--- config.mk ---
export PLATFORM = sky130hd
export DESIGN_NAME = atc_top
export DESIGN_NICKNAME = d
export VERILOG_FILES = /design/src/atc_pkg.sv /design/src/atc_ctl_if.sv /design/src/atc_bus.sv /design/src/atc_trig.sv /design/src/atc_top.sv
export VERILOG_INCLUDE_DIRS = /design/src
export SDC_FILE = /design/constraint.sdc
export NUM_CORES = 1
export LEC_CHECK = 0
export BUFFER_PORTS_ARGS = -buffer_cell sky130_fd_sc_hd__buf_2
export CORE_MARGIN = 4
export CORE_UTILIZATION = 47
export CTS_BUF_LIST = sky130_fd_sc_hd__clkbuf_16
export DETAILED_ROUTE_END_ITERATION = 7
export PLACE_DENSITY = 0.81
export SYNTH_ARGS = -nofsm -noshare
export SYNTH_HDL_FRONTEND = slang
export SYNTH_HIERARCHICAL = 1
export SYNTH_SLANG_ARGS = --single-unit
--- constraint.sdc ---
create_clock -name clk -period 1.8 [get_ports clk]
set_input_delay 0.36 -clock clk [delete_from_list [all_inputs] [get_ports clk]]
set_output_delay 0.36 -clock clk [all_outputs]
set_load 0.005 [all_outputs]
--- src/atc_regs.svh ---
// Register offsets, field positions and constants of the trigger control.
`ifndef ATC_REGS_SVH
`define ATC_REGS_SVH
`define ATC_OFS_CTRL   4'h0
`define ATC_OFS_CORE   4'h4
`define ATC_REF_HI     15
`define ATC_REF_LO     13
`define ATC_SUSP_B     12
`define ATC_IRQEN_B    11
`define ATC_FLAG_B     10
`define ATC_SHR_B      9
`define ATC_SINGLE_B   8
`define ATC_SWL_B      7
`define ATC_SWC_B      6
`define ATC_CH_HI      5
`define ATC_CH_LO      0
`define ATC_C3_HI      7
`define ATC_C3_LO      6
`define ATC_CORE_HI    7
`define ATC_CORE_LO    0
`define ATC_C3_AN3     2'h0
`define ATC_C3_ANALOG_INPUT_FIFTEEN    2'h1
`define ATC_REF_SUPPLY 3'h0
`endif

--- src/atc_pkg.sv ---
// Types shared by the trigger control modules.
`default_nettype none
package atc_pkg;
  typedef struct packed {
    logic [2:0] ref_sel;
    logic       suspend;
    logic       irq_en;
    logic       shr;
    logic       single;
    logic       swl;
    logic       swc;
    logic [5:0] chnum;
  } atc_ctl_s;
  typedef enum logic {ATC_IDLE, ATC_ACK} atc_bus_e;
  typedef struct packed {
    atc_bus_e    st;
    logic        wait_q;
    logic [31:0] rdata;
  } atc_bus_s;
  typedef struct packed {
    logic [63:0] trig;
    logic        lvl;
  } atc_trig_s;
endpackage
`default_nettype wire

--- src/atc_ctl_if.sv ---
// Signals between the bus slave, register file and trigger generator.
`timescale 1ns/1ps
`default_nettype none
interface atc_ctl_if;
  logic [3:0]        addr;
  logic [15:0]       wdata;
  logic [1:0]        ben;
  logic              wr_stb;
  logic [15:0]       rd_word;
  atc_pkg::atc_ctl_s ctl;
  modport bus  (output addr, wdata, ben, wr_stb, input rd_word);
  modport regs (input addr, wdata, ben, wr_stb, output rd_word, ctl);
  modport trig (input ctl);
endinterface
`default_nettype wire

--- src/atc_bus.sv ---
// Avalon-MM slave with a fixed one-cycle waitrequest answer.
`timescale 1ns/1ps
`default_nettype none
module atc_bus (
  input  wire logic        clk,
  input  wire logic        arst_n,
  input  wire logic [3:0]  avs_address,
  input  wire logic        avs_read,
  input  wire logic        avs_write,
  input  wire logic [31:0] avs_writedata,
  input  wire logic [3:0]  avs_byteenable,
  output logic [31:0]      avs_readdata,
  output logic             avs_waitrequest,
  atc_ctl_if.bus           c
);
  atc_pkg::atc_bus_s r;
  atc_pkg::atc_bus_s n;
  always_comb begin
    n = r;
    n.wait_q = 1'h1;
    unique case (r.st)
      atc_pkg::ATC_IDLE: begin
        if (avs_read || avs_write) begin
          n.st = atc_pkg::ATC_ACK;
          n.wait_q = 1'h0;
          n.rdata = avs_read ? {16'h0000, c.rd_word} : '0;
        end
      end
      atc_pkg::ATC_ACK: n.st = atc_pkg::ATC_IDLE;
    endcase
  end
  always_ff @(posedge clk or negedge arst_n) begin
    if (!arst_n) begin
      r <= '{st: atc_pkg::ATC_IDLE, wait_q: 1'h1, rdata: '0};
    end else begin
      r <= n;
    end
  end
  assign c.addr = avs_address;
  assign c.wdata = avs_writedata[15:0];
  assign c.ben = avs_byteenable[1:0];
  assign c.wr_stb = (r.st == atc_pkg::ATC_ACK) && avs_write;
  assign avs_readdata = r.rdata;
  assign avs_waitrequest = r.wait_q;
endmodule
`default_nettype wire

--- src/atc_trig.sv ---
// Trigger pulse and level generator gated by suspend.
`timescale 1ns/1ps
`default_nettype none
module atc_trig (
  input  wire logic        clk,
  input  wire logic        arst_n,
  input  wire logic [63:0] chan_sel_pulse,
  output logic [63:0]      chan_trig,
  output logic             level_trig,
  atc_ctl_if.trig          c
);
  atc_pkg::atc_trig_s r;
  atc_pkg::atc_trig_s n;
  always_comb begin
    n.trig = '0;
    n.lvl = 1'h0;
    if (!c.ctl.suspend) begin
      if (c.ctl.single) begin
        n.trig[c.ctl.chnum] = 1'h1;
      end
      if (c.ctl.swc) begin
        n.trig = n.trig | chan_sel_pulse;
      end
      n.lvl = c.ctl.swl;
    end
  end
  always_ff @(posedge clk or negedge arst_n) begin
    if (!arst_n) begin
      r <= '0;
    end else begin
      r <= n;
    end
  end
  assign chan_trig = r.trig;
  assign level_trig = r.lvl;
endmodule
`default_nettype wire

--- src/atc_top.sv ---
// Converter trigger, suspend and core input control with Avalon-MM registers.
//
// Added by the designer: register access over Avalon-MM and the address map.
`timescale 1ns/1ps
`default_nettype none
`include "atc_regs.svh"
module atc_top (
  input  wire logic        clk,
  input  wire logic        arst_n,
  input  wire logic [3:0]  avs_address,
  input  wire logic        avs_read,
  input  wire logic        avs_write,
  input  wire logic [31:0] avs_writedata,
  input  wire logic [3:0]  avs_byteenable,
  output logic [31:0]      avs_readdata,
  output logic             avs_waitrequest,
  input  wire logic [4:0]  core_busy,
  input  wire logic [63:0] chan_sel_pulse,
  output logic [63:0]      chan_trig,
  output logic             level_trig,
  output logic             suspend_irq,
  output logic             suspended_idle_flag,
  output logic             shr_direct_sample,
  output logic [5:0]       shr_sample_channel,
  output logic [2:0]       ref_select,
  output logic [7:0]       core_input_sel,
  output logic             core3_analog_input_fifteen_sel
);

  typedef struct packed {
    atc_pkg::atc_ctl_s ctl;
    logic [7:0]        core_sel;
    logic              idle;
    logic              irq;
    logic              c3_analog_input_fifteen;
  } atc_top_s;

  atc_top_s r;
  atc_top_s n;

  atc_ctl_if c ();

  // Builds the readable image of the control register.
  function automatic logic [15:0] atc_ctl_img(
    input atc_pkg::atc_ctl_s ctl,
    input logic              idle
  );
    logic [15:0] img;
    img = '0;
    img[`ATC_REF_HI:`ATC_REF_LO] = ctl.ref_sel;
    img[`ATC_SUSP_B] = ctl.suspend;
    img[`ATC_IRQEN_B] = ctl.irq_en;
    img[`ATC_FLAG_B] = idle;
    img[`ATC_SHR_B] = ctl.shr;
    img[`ATC_SINGLE_B] = ctl.single;
    img[`ATC_SWL_B] = ctl.swl;
    img[`ATC_SWC_B] = ctl.swc;
    img[`ATC_CH_HI:`ATC_CH_LO] = ctl.chnum;
    return img;
  endfunction

  // Merges enabled write bytes into an old register image.
  function automatic logic [15:0] atc_merge(
    input logic [15:0] old,
    input logic [15:0] wd,
    input logic [1:0]  be
  );
    logic [15:0] res;
    res = old;
    if (be[0]) begin
      res[7:0] = wd[7:0];
    end
    if (be[1]) begin
      res[15:8] = wd[15:8];
    end
    return res;
  endfunction

  logic [15:0] ctl_wr;
  logic [15:0] core_wr;

  always_comb begin
    n = r;
    ctl_wr = atc_merge(atc_ctl_img(r.ctl, r.idle), c.wdata, c.ben);
    core_wr = atc_merge({8'h00, r.core_sel}, c.wdata, c.ben);
    // Trigger bits hold for one clock, then clear themselves.
    n.ctl.single = 1'h0;
    n.ctl.swc = 1'h0;
    if (c.wr_stb && c.addr == `ATC_OFS_CTRL) begin
      n.ctl.ref_sel = ctl_wr[`ATC_REF_HI:`ATC_REF_LO];
      n.ctl.suspend = ctl_wr[`ATC_SUSP_B];
      n.ctl.irq_en = ctl_wr[`ATC_IRQEN_B];
      n.ctl.shr = ctl_wr[`ATC_SHR_B];
      n.ctl.single = ctl_wr[`ATC_SINGLE_B];
      n.ctl.swl = ctl_wr[`ATC_SWL_B];
      n.ctl.swc = ctl_wr[`ATC_SWC_B];
      n.ctl.chnum = ctl_wr[`ATC_CH_HI:`ATC_CH_LO];
    end
    if (c.wr_stb && c.addr == `ATC_OFS_CORE) begin
      n.core_sel = core_wr[7:0];
    end
    n.idle = r.ctl.suspend && !(|core_busy);
    n.irq = r.ctl.irq_en && n.idle && !r.idle;
    n.c3_analog_input_fifteen = n.core_sel[`ATC_C3_HI:`ATC_C3_LO] == `ATC_C3_ANALOG_INPUT_FIFTEEN;
  end

  always_ff @(posedge clk or negedge arst_n) begin
    if (!arst_n) begin
      r <= '0;
    end else begin
      r <= n;
    end
  end

  always_comb begin
    c.rd_word = '0;
    if (c.addr == `ATC_OFS_CTRL) begin
      c.rd_word = atc_ctl_img(r.ctl, r.idle);
    end else if (c.addr == `ATC_OFS_CORE) begin
      c.rd_word = {8'h00, r.core_sel};
    end
  end

  assign c.ctl = r.ctl;

  atc_bus u_bus (
    .clk            (clk),
    .arst_n         (arst_n),
    .avs_address    (avs_address),
    .avs_read       (avs_read),
    .avs_write      (avs_write),
    .avs_writedata  (avs_writedata),
    .avs_byteenable (avs_byteenable),
    .avs_readdata   (avs_readdata),
    .avs_waitrequest(avs_waitrequest),
    .c              (c.bus)
  );

  atc_trig u_trig (
    .clk           (clk),
    .arst_n        (arst_n),
    .chan_sel_pulse(chan_sel_pulse),
    .chan_trig     (chan_trig),
    .level_trig    (level_trig),
    .c             (c.trig)
  );

  assign suspend_irq = r.irq;
  assign suspended_idle_flag = r.idle;
  assign shr_direct_sample = r.ctl.shr;
  assign shr_sample_channel = r.ctl.chnum;
  assign ref_select = r.ctl.ref_sel;
  assign core_input_sel = r.core_sel;
  assign core3_analog_input_fifteen_sel = r.c3_analog_input_fifteen;

  logic ctl_wr_hi;
  logic ctl_wr_lo;
  assign ctl_wr_hi = c.wr_stb && c.addr == `ATC_OFS_CTRL && c.ben[1];
  assign ctl_wr_lo = c.wr_stb && c.addr == `ATC_OFS_CTRL && c.ben[0];
  logic core_wr_lo;
  assign core_wr_lo = c.wr_stb && c.addr == `ATC_OFS_CORE && c.ben[0];
endmodule
`default_nettype wire

==> flow_summary.json <==
{
  "synth.yosys.warnings": 6,
  "clock_tree_from_tritoncts": "yes",
  "final.period_utilization": 0.909,
  "die-area_um2": 12100,
  "core_area_um2": 9950,
  "drcViolationCount": 0,
  "power.ir.vdd_worst_uv": 473,
  "critical_path.top_delay_family": "flip-flops",
  "number_of_port_buffers": 196,
  "route.detailed.vias_per_inst": 5.34,
  "syn_avg_cell_area_um2": 13.4,
  "power.static_leakage_nw": 3.20,
  "fmaxAchievable_mhz": 611,
  "finalClockSkew_ns": 0.0117,
  "number_of_antenna_violations_at_the_first_check_in_global_routing": 0,
  "final-max-slew-violation-count": 0,
  "grt_use_total": 0.189,
  "critPathMaxFanout": 17,
  "n_antenna_cell": 0,
  "setup.worst_path.class": "flop to output pin",
  "ant_nets": 0,
  "layout_cells_sized_above_1": 0.510,
  "end_kind": "output pin",
  "worst_setup_hold_path_clk_slew_ns": 0.07,
  "routed_wl_um": 11900,
  "tightest_slew_ns": 0.747,
  "floorplan.die.height_um": 110,
  "post_synthesis_cell_count": 364,
  "ioPinCount": 232,
  "hold_path.class": "primary input to async pin",
  "worst-path-buf-inv": 1,
  "setup_slack_ns": 0.164,
  "number_of_inserted_filler_cells_in_the_final_layout": 803,
  "finalHoldViolations": 0,
  "vias": 3464,
  "cts_max_level": 3,
  "place_worst_setup_slack_ns": 0.000496,
  "timing.slew.headroom": 0.500,
  "initial_core_util": 0.492,
  "setup-violations-final": 0,
  "hold-worst-slack_ns": 0.0342,
  "rsz0062_at_grt": "no",
  "fin_area_um2": 5910,
  "layout.area.seq_um2": 2730,
  "clock_tree.root_cell": "sky130_fd_sc_hd__clkbuf_16",
  "drt_first_pass_iters": 4,
  "cellPowerDensity_nw_per_um2": 861,
  "post-route-util": 0.594,
  "routedWlPerCell_um": 18.4,
  "first_pass_grt_wire_length_um": 17600,
  "routabilityCongestion": 0.763,
  "placement.cell_area_um2": 5630,
  "timing.critical_path.slowest_stage_cell": "sky130_fd_sc_hd__dfrtp_1",
  "arrival_ns": 1.28,
  "crit_chain": "buf_2",
  "cts-root-to-sink-buffers": 2,
  "layout_min_cycle_time_ns": 1.64,
  "row_count": 36,
  "worst-endpoint-required_ns": 1.44,
  "total_overflow_reported_by_the_global_router": 0,
  "cpPeakStageDelay_ns": 0.72,
  "max_cap_viol_count": 0,
  "grt_start_max_net_pins": 110,
  "nets": 624,
  "synth_cell_area_um2": 4890,
  "area_delta_synth_final_pct": 20.9,
  "drt-initial-drc-count": 141,
  "grt_pass1_vias": 3430,
  "tritoncts.num_buffers": 9,
  "run_status": "complete, no violations",
  "floorplan.die.width_um": 110,
  "clock_insertion_delay_worst_skew_ns": 0.34,
  "area_of_combinational_cells_with_multiple_inputs_um2": 1620,
  "clkSinkCount": 109,
  "crit_path_start_kind": "flop",
  "detailed_place_hpwl_um": 8750,
  "setup_total_negative_slack_ns": 0
}
## cell usage in the layout, fill, tap and decap left out, types with 2 or more instances in the layout
master                      instances
sky130_fd_sc_hd__buf_4             10
sky130_fd_sc_hd__a22o_2             6
sky130_fd_sc_hd__and4bb_1           4
sky130_fd_sc_hd__inv_6              2
sky130_fd_sc_hd__nor2_1             4
sky130_fd_sc_hd__and4bb_2           2
sky130_fd_sc_hd__clkbuf_16          9
sky130_fd_sc_hd__conb_1            16
sky130_fd_sc_hd__nor4b_2            2
sky130_fd_sc_hd__mux2_2            20
sky130_fd_sc_hd__dfrtp_1          108
sky130_fd_sc_hd__nand4bb_1          3
sky130_fd_sc_hd__mux2i_1            3
sky130_fd_sc_hd__and3_1             3
sky130_fd_sc_hd__nand2b_1           2
sky130_fd_sc_hd__buf_2            195
sky130_fd_sc_hd__o2bb2ai_1         24
sky130_fd_sc_hd__and2_1            10
sky130_fd_sc_hd__nand4b_1           4
sky130_fd_sc_hd__a32o_1            16
sky130_fd_sc_hd__inv_1              2
sky130_fd_sc_hd__a22o_1            42
sky130_fd_sc_hd__clkinv_4           3
sky130_fd_sc_hd__nor2b_1            4
sky130_fd_sc_hd__buf_12             3
sky130_fd_sc_hd__nor4bb_1           2
## worst paths after layout
| path | slack (ns) | to | start | depth (start not counted) |
|---|---|---|---|---|
| worst min-delay path | 0.03 | ref_select[1] | arst_n | 2 |
| worst min register to register | 0.50 | u_bus/avs_readdata[3] | u_bus/avs_readdata[3] | 1 |
| worst max register to register | 0.26 | u_trig/chan_trig[15] | shr_sample_channel[5] | 2 |
| max in group asynchronous | 1.25 | u_bus/avs_readdata[1] | arst_n | 2 |
| worst max-delay path | 0.16 | shr_sample_channel[4] | shr_sample_channel[4] | 1 |
| min in group clk | 0.18 | suspended_idle_flag | core_busy[4] | 2 |
## per-stage QoR
step | std cells | total power, mW
finish | 649 | 5.09
global route | 649 | 5.30
CTS | 649 | 5.13
detailed placement | 633 | 3.26
global placement | 633 | 3.24
floorplan | 379 | 3.05
## registers in the layout, indices dropped and copies added, names as in the netlist
| name | cells |
|---|---|
| u_trig/level_trig | 1 |
| suspend_irq | 1 |
| u_bus/r | 1 |
| u_bus/avs_readdata | 16 |
| core3_analog_input_fifteen_sel | 1 |
| core_input_sel | 8 |
| u_bus/avs_waitrequest | 1 |
| ref_select | 3 |
| suspended_idle_flag | 1 |
| c.ctl | 5 |
| shr_sample_channel | 6 |
| shr_direct_sample | 1 |
| u_trig/chan_trig | 64 |
## metal layers
metal	wire, um	vias up	part of all wire	GRT usage
li1	-	1575	-	-
met1	4830	1740	0.41	0.236
met2	6130	139	0.51	0.336
met3	826	10	0.069	0.0396
met4	134	0	0.011	0.0419
met5	0	-	0	0
## what timing repair did
action | 4_1_cts | 5_1_grt
buffers inserted | 0 | 0
hold buffers | 0 | 0
resized for setup | 0 | 1
setup endpoints to repair | 0 | 16
## final cells by class
class | instances | share of cell area
timing repair buffer | 208 | 0.188
tap | 133 | 0.0281
clock inverter | 7 | 0.00994
multi-input combinational | 182 | 0.274
sequential | 109 | 0.461
inverter | 1 | 0.000635
clock buffer | 9 | 0.0381
## report_power, final
part	internal (mW)	leakage, nW	switching (mW)
registers	2.53	1.50	0.135
clock network	0.963	0.144	0.918
logic	0.267	1.55	0.280
total	3.76	3.20	1.33
(Power assumes the default switching activity.)
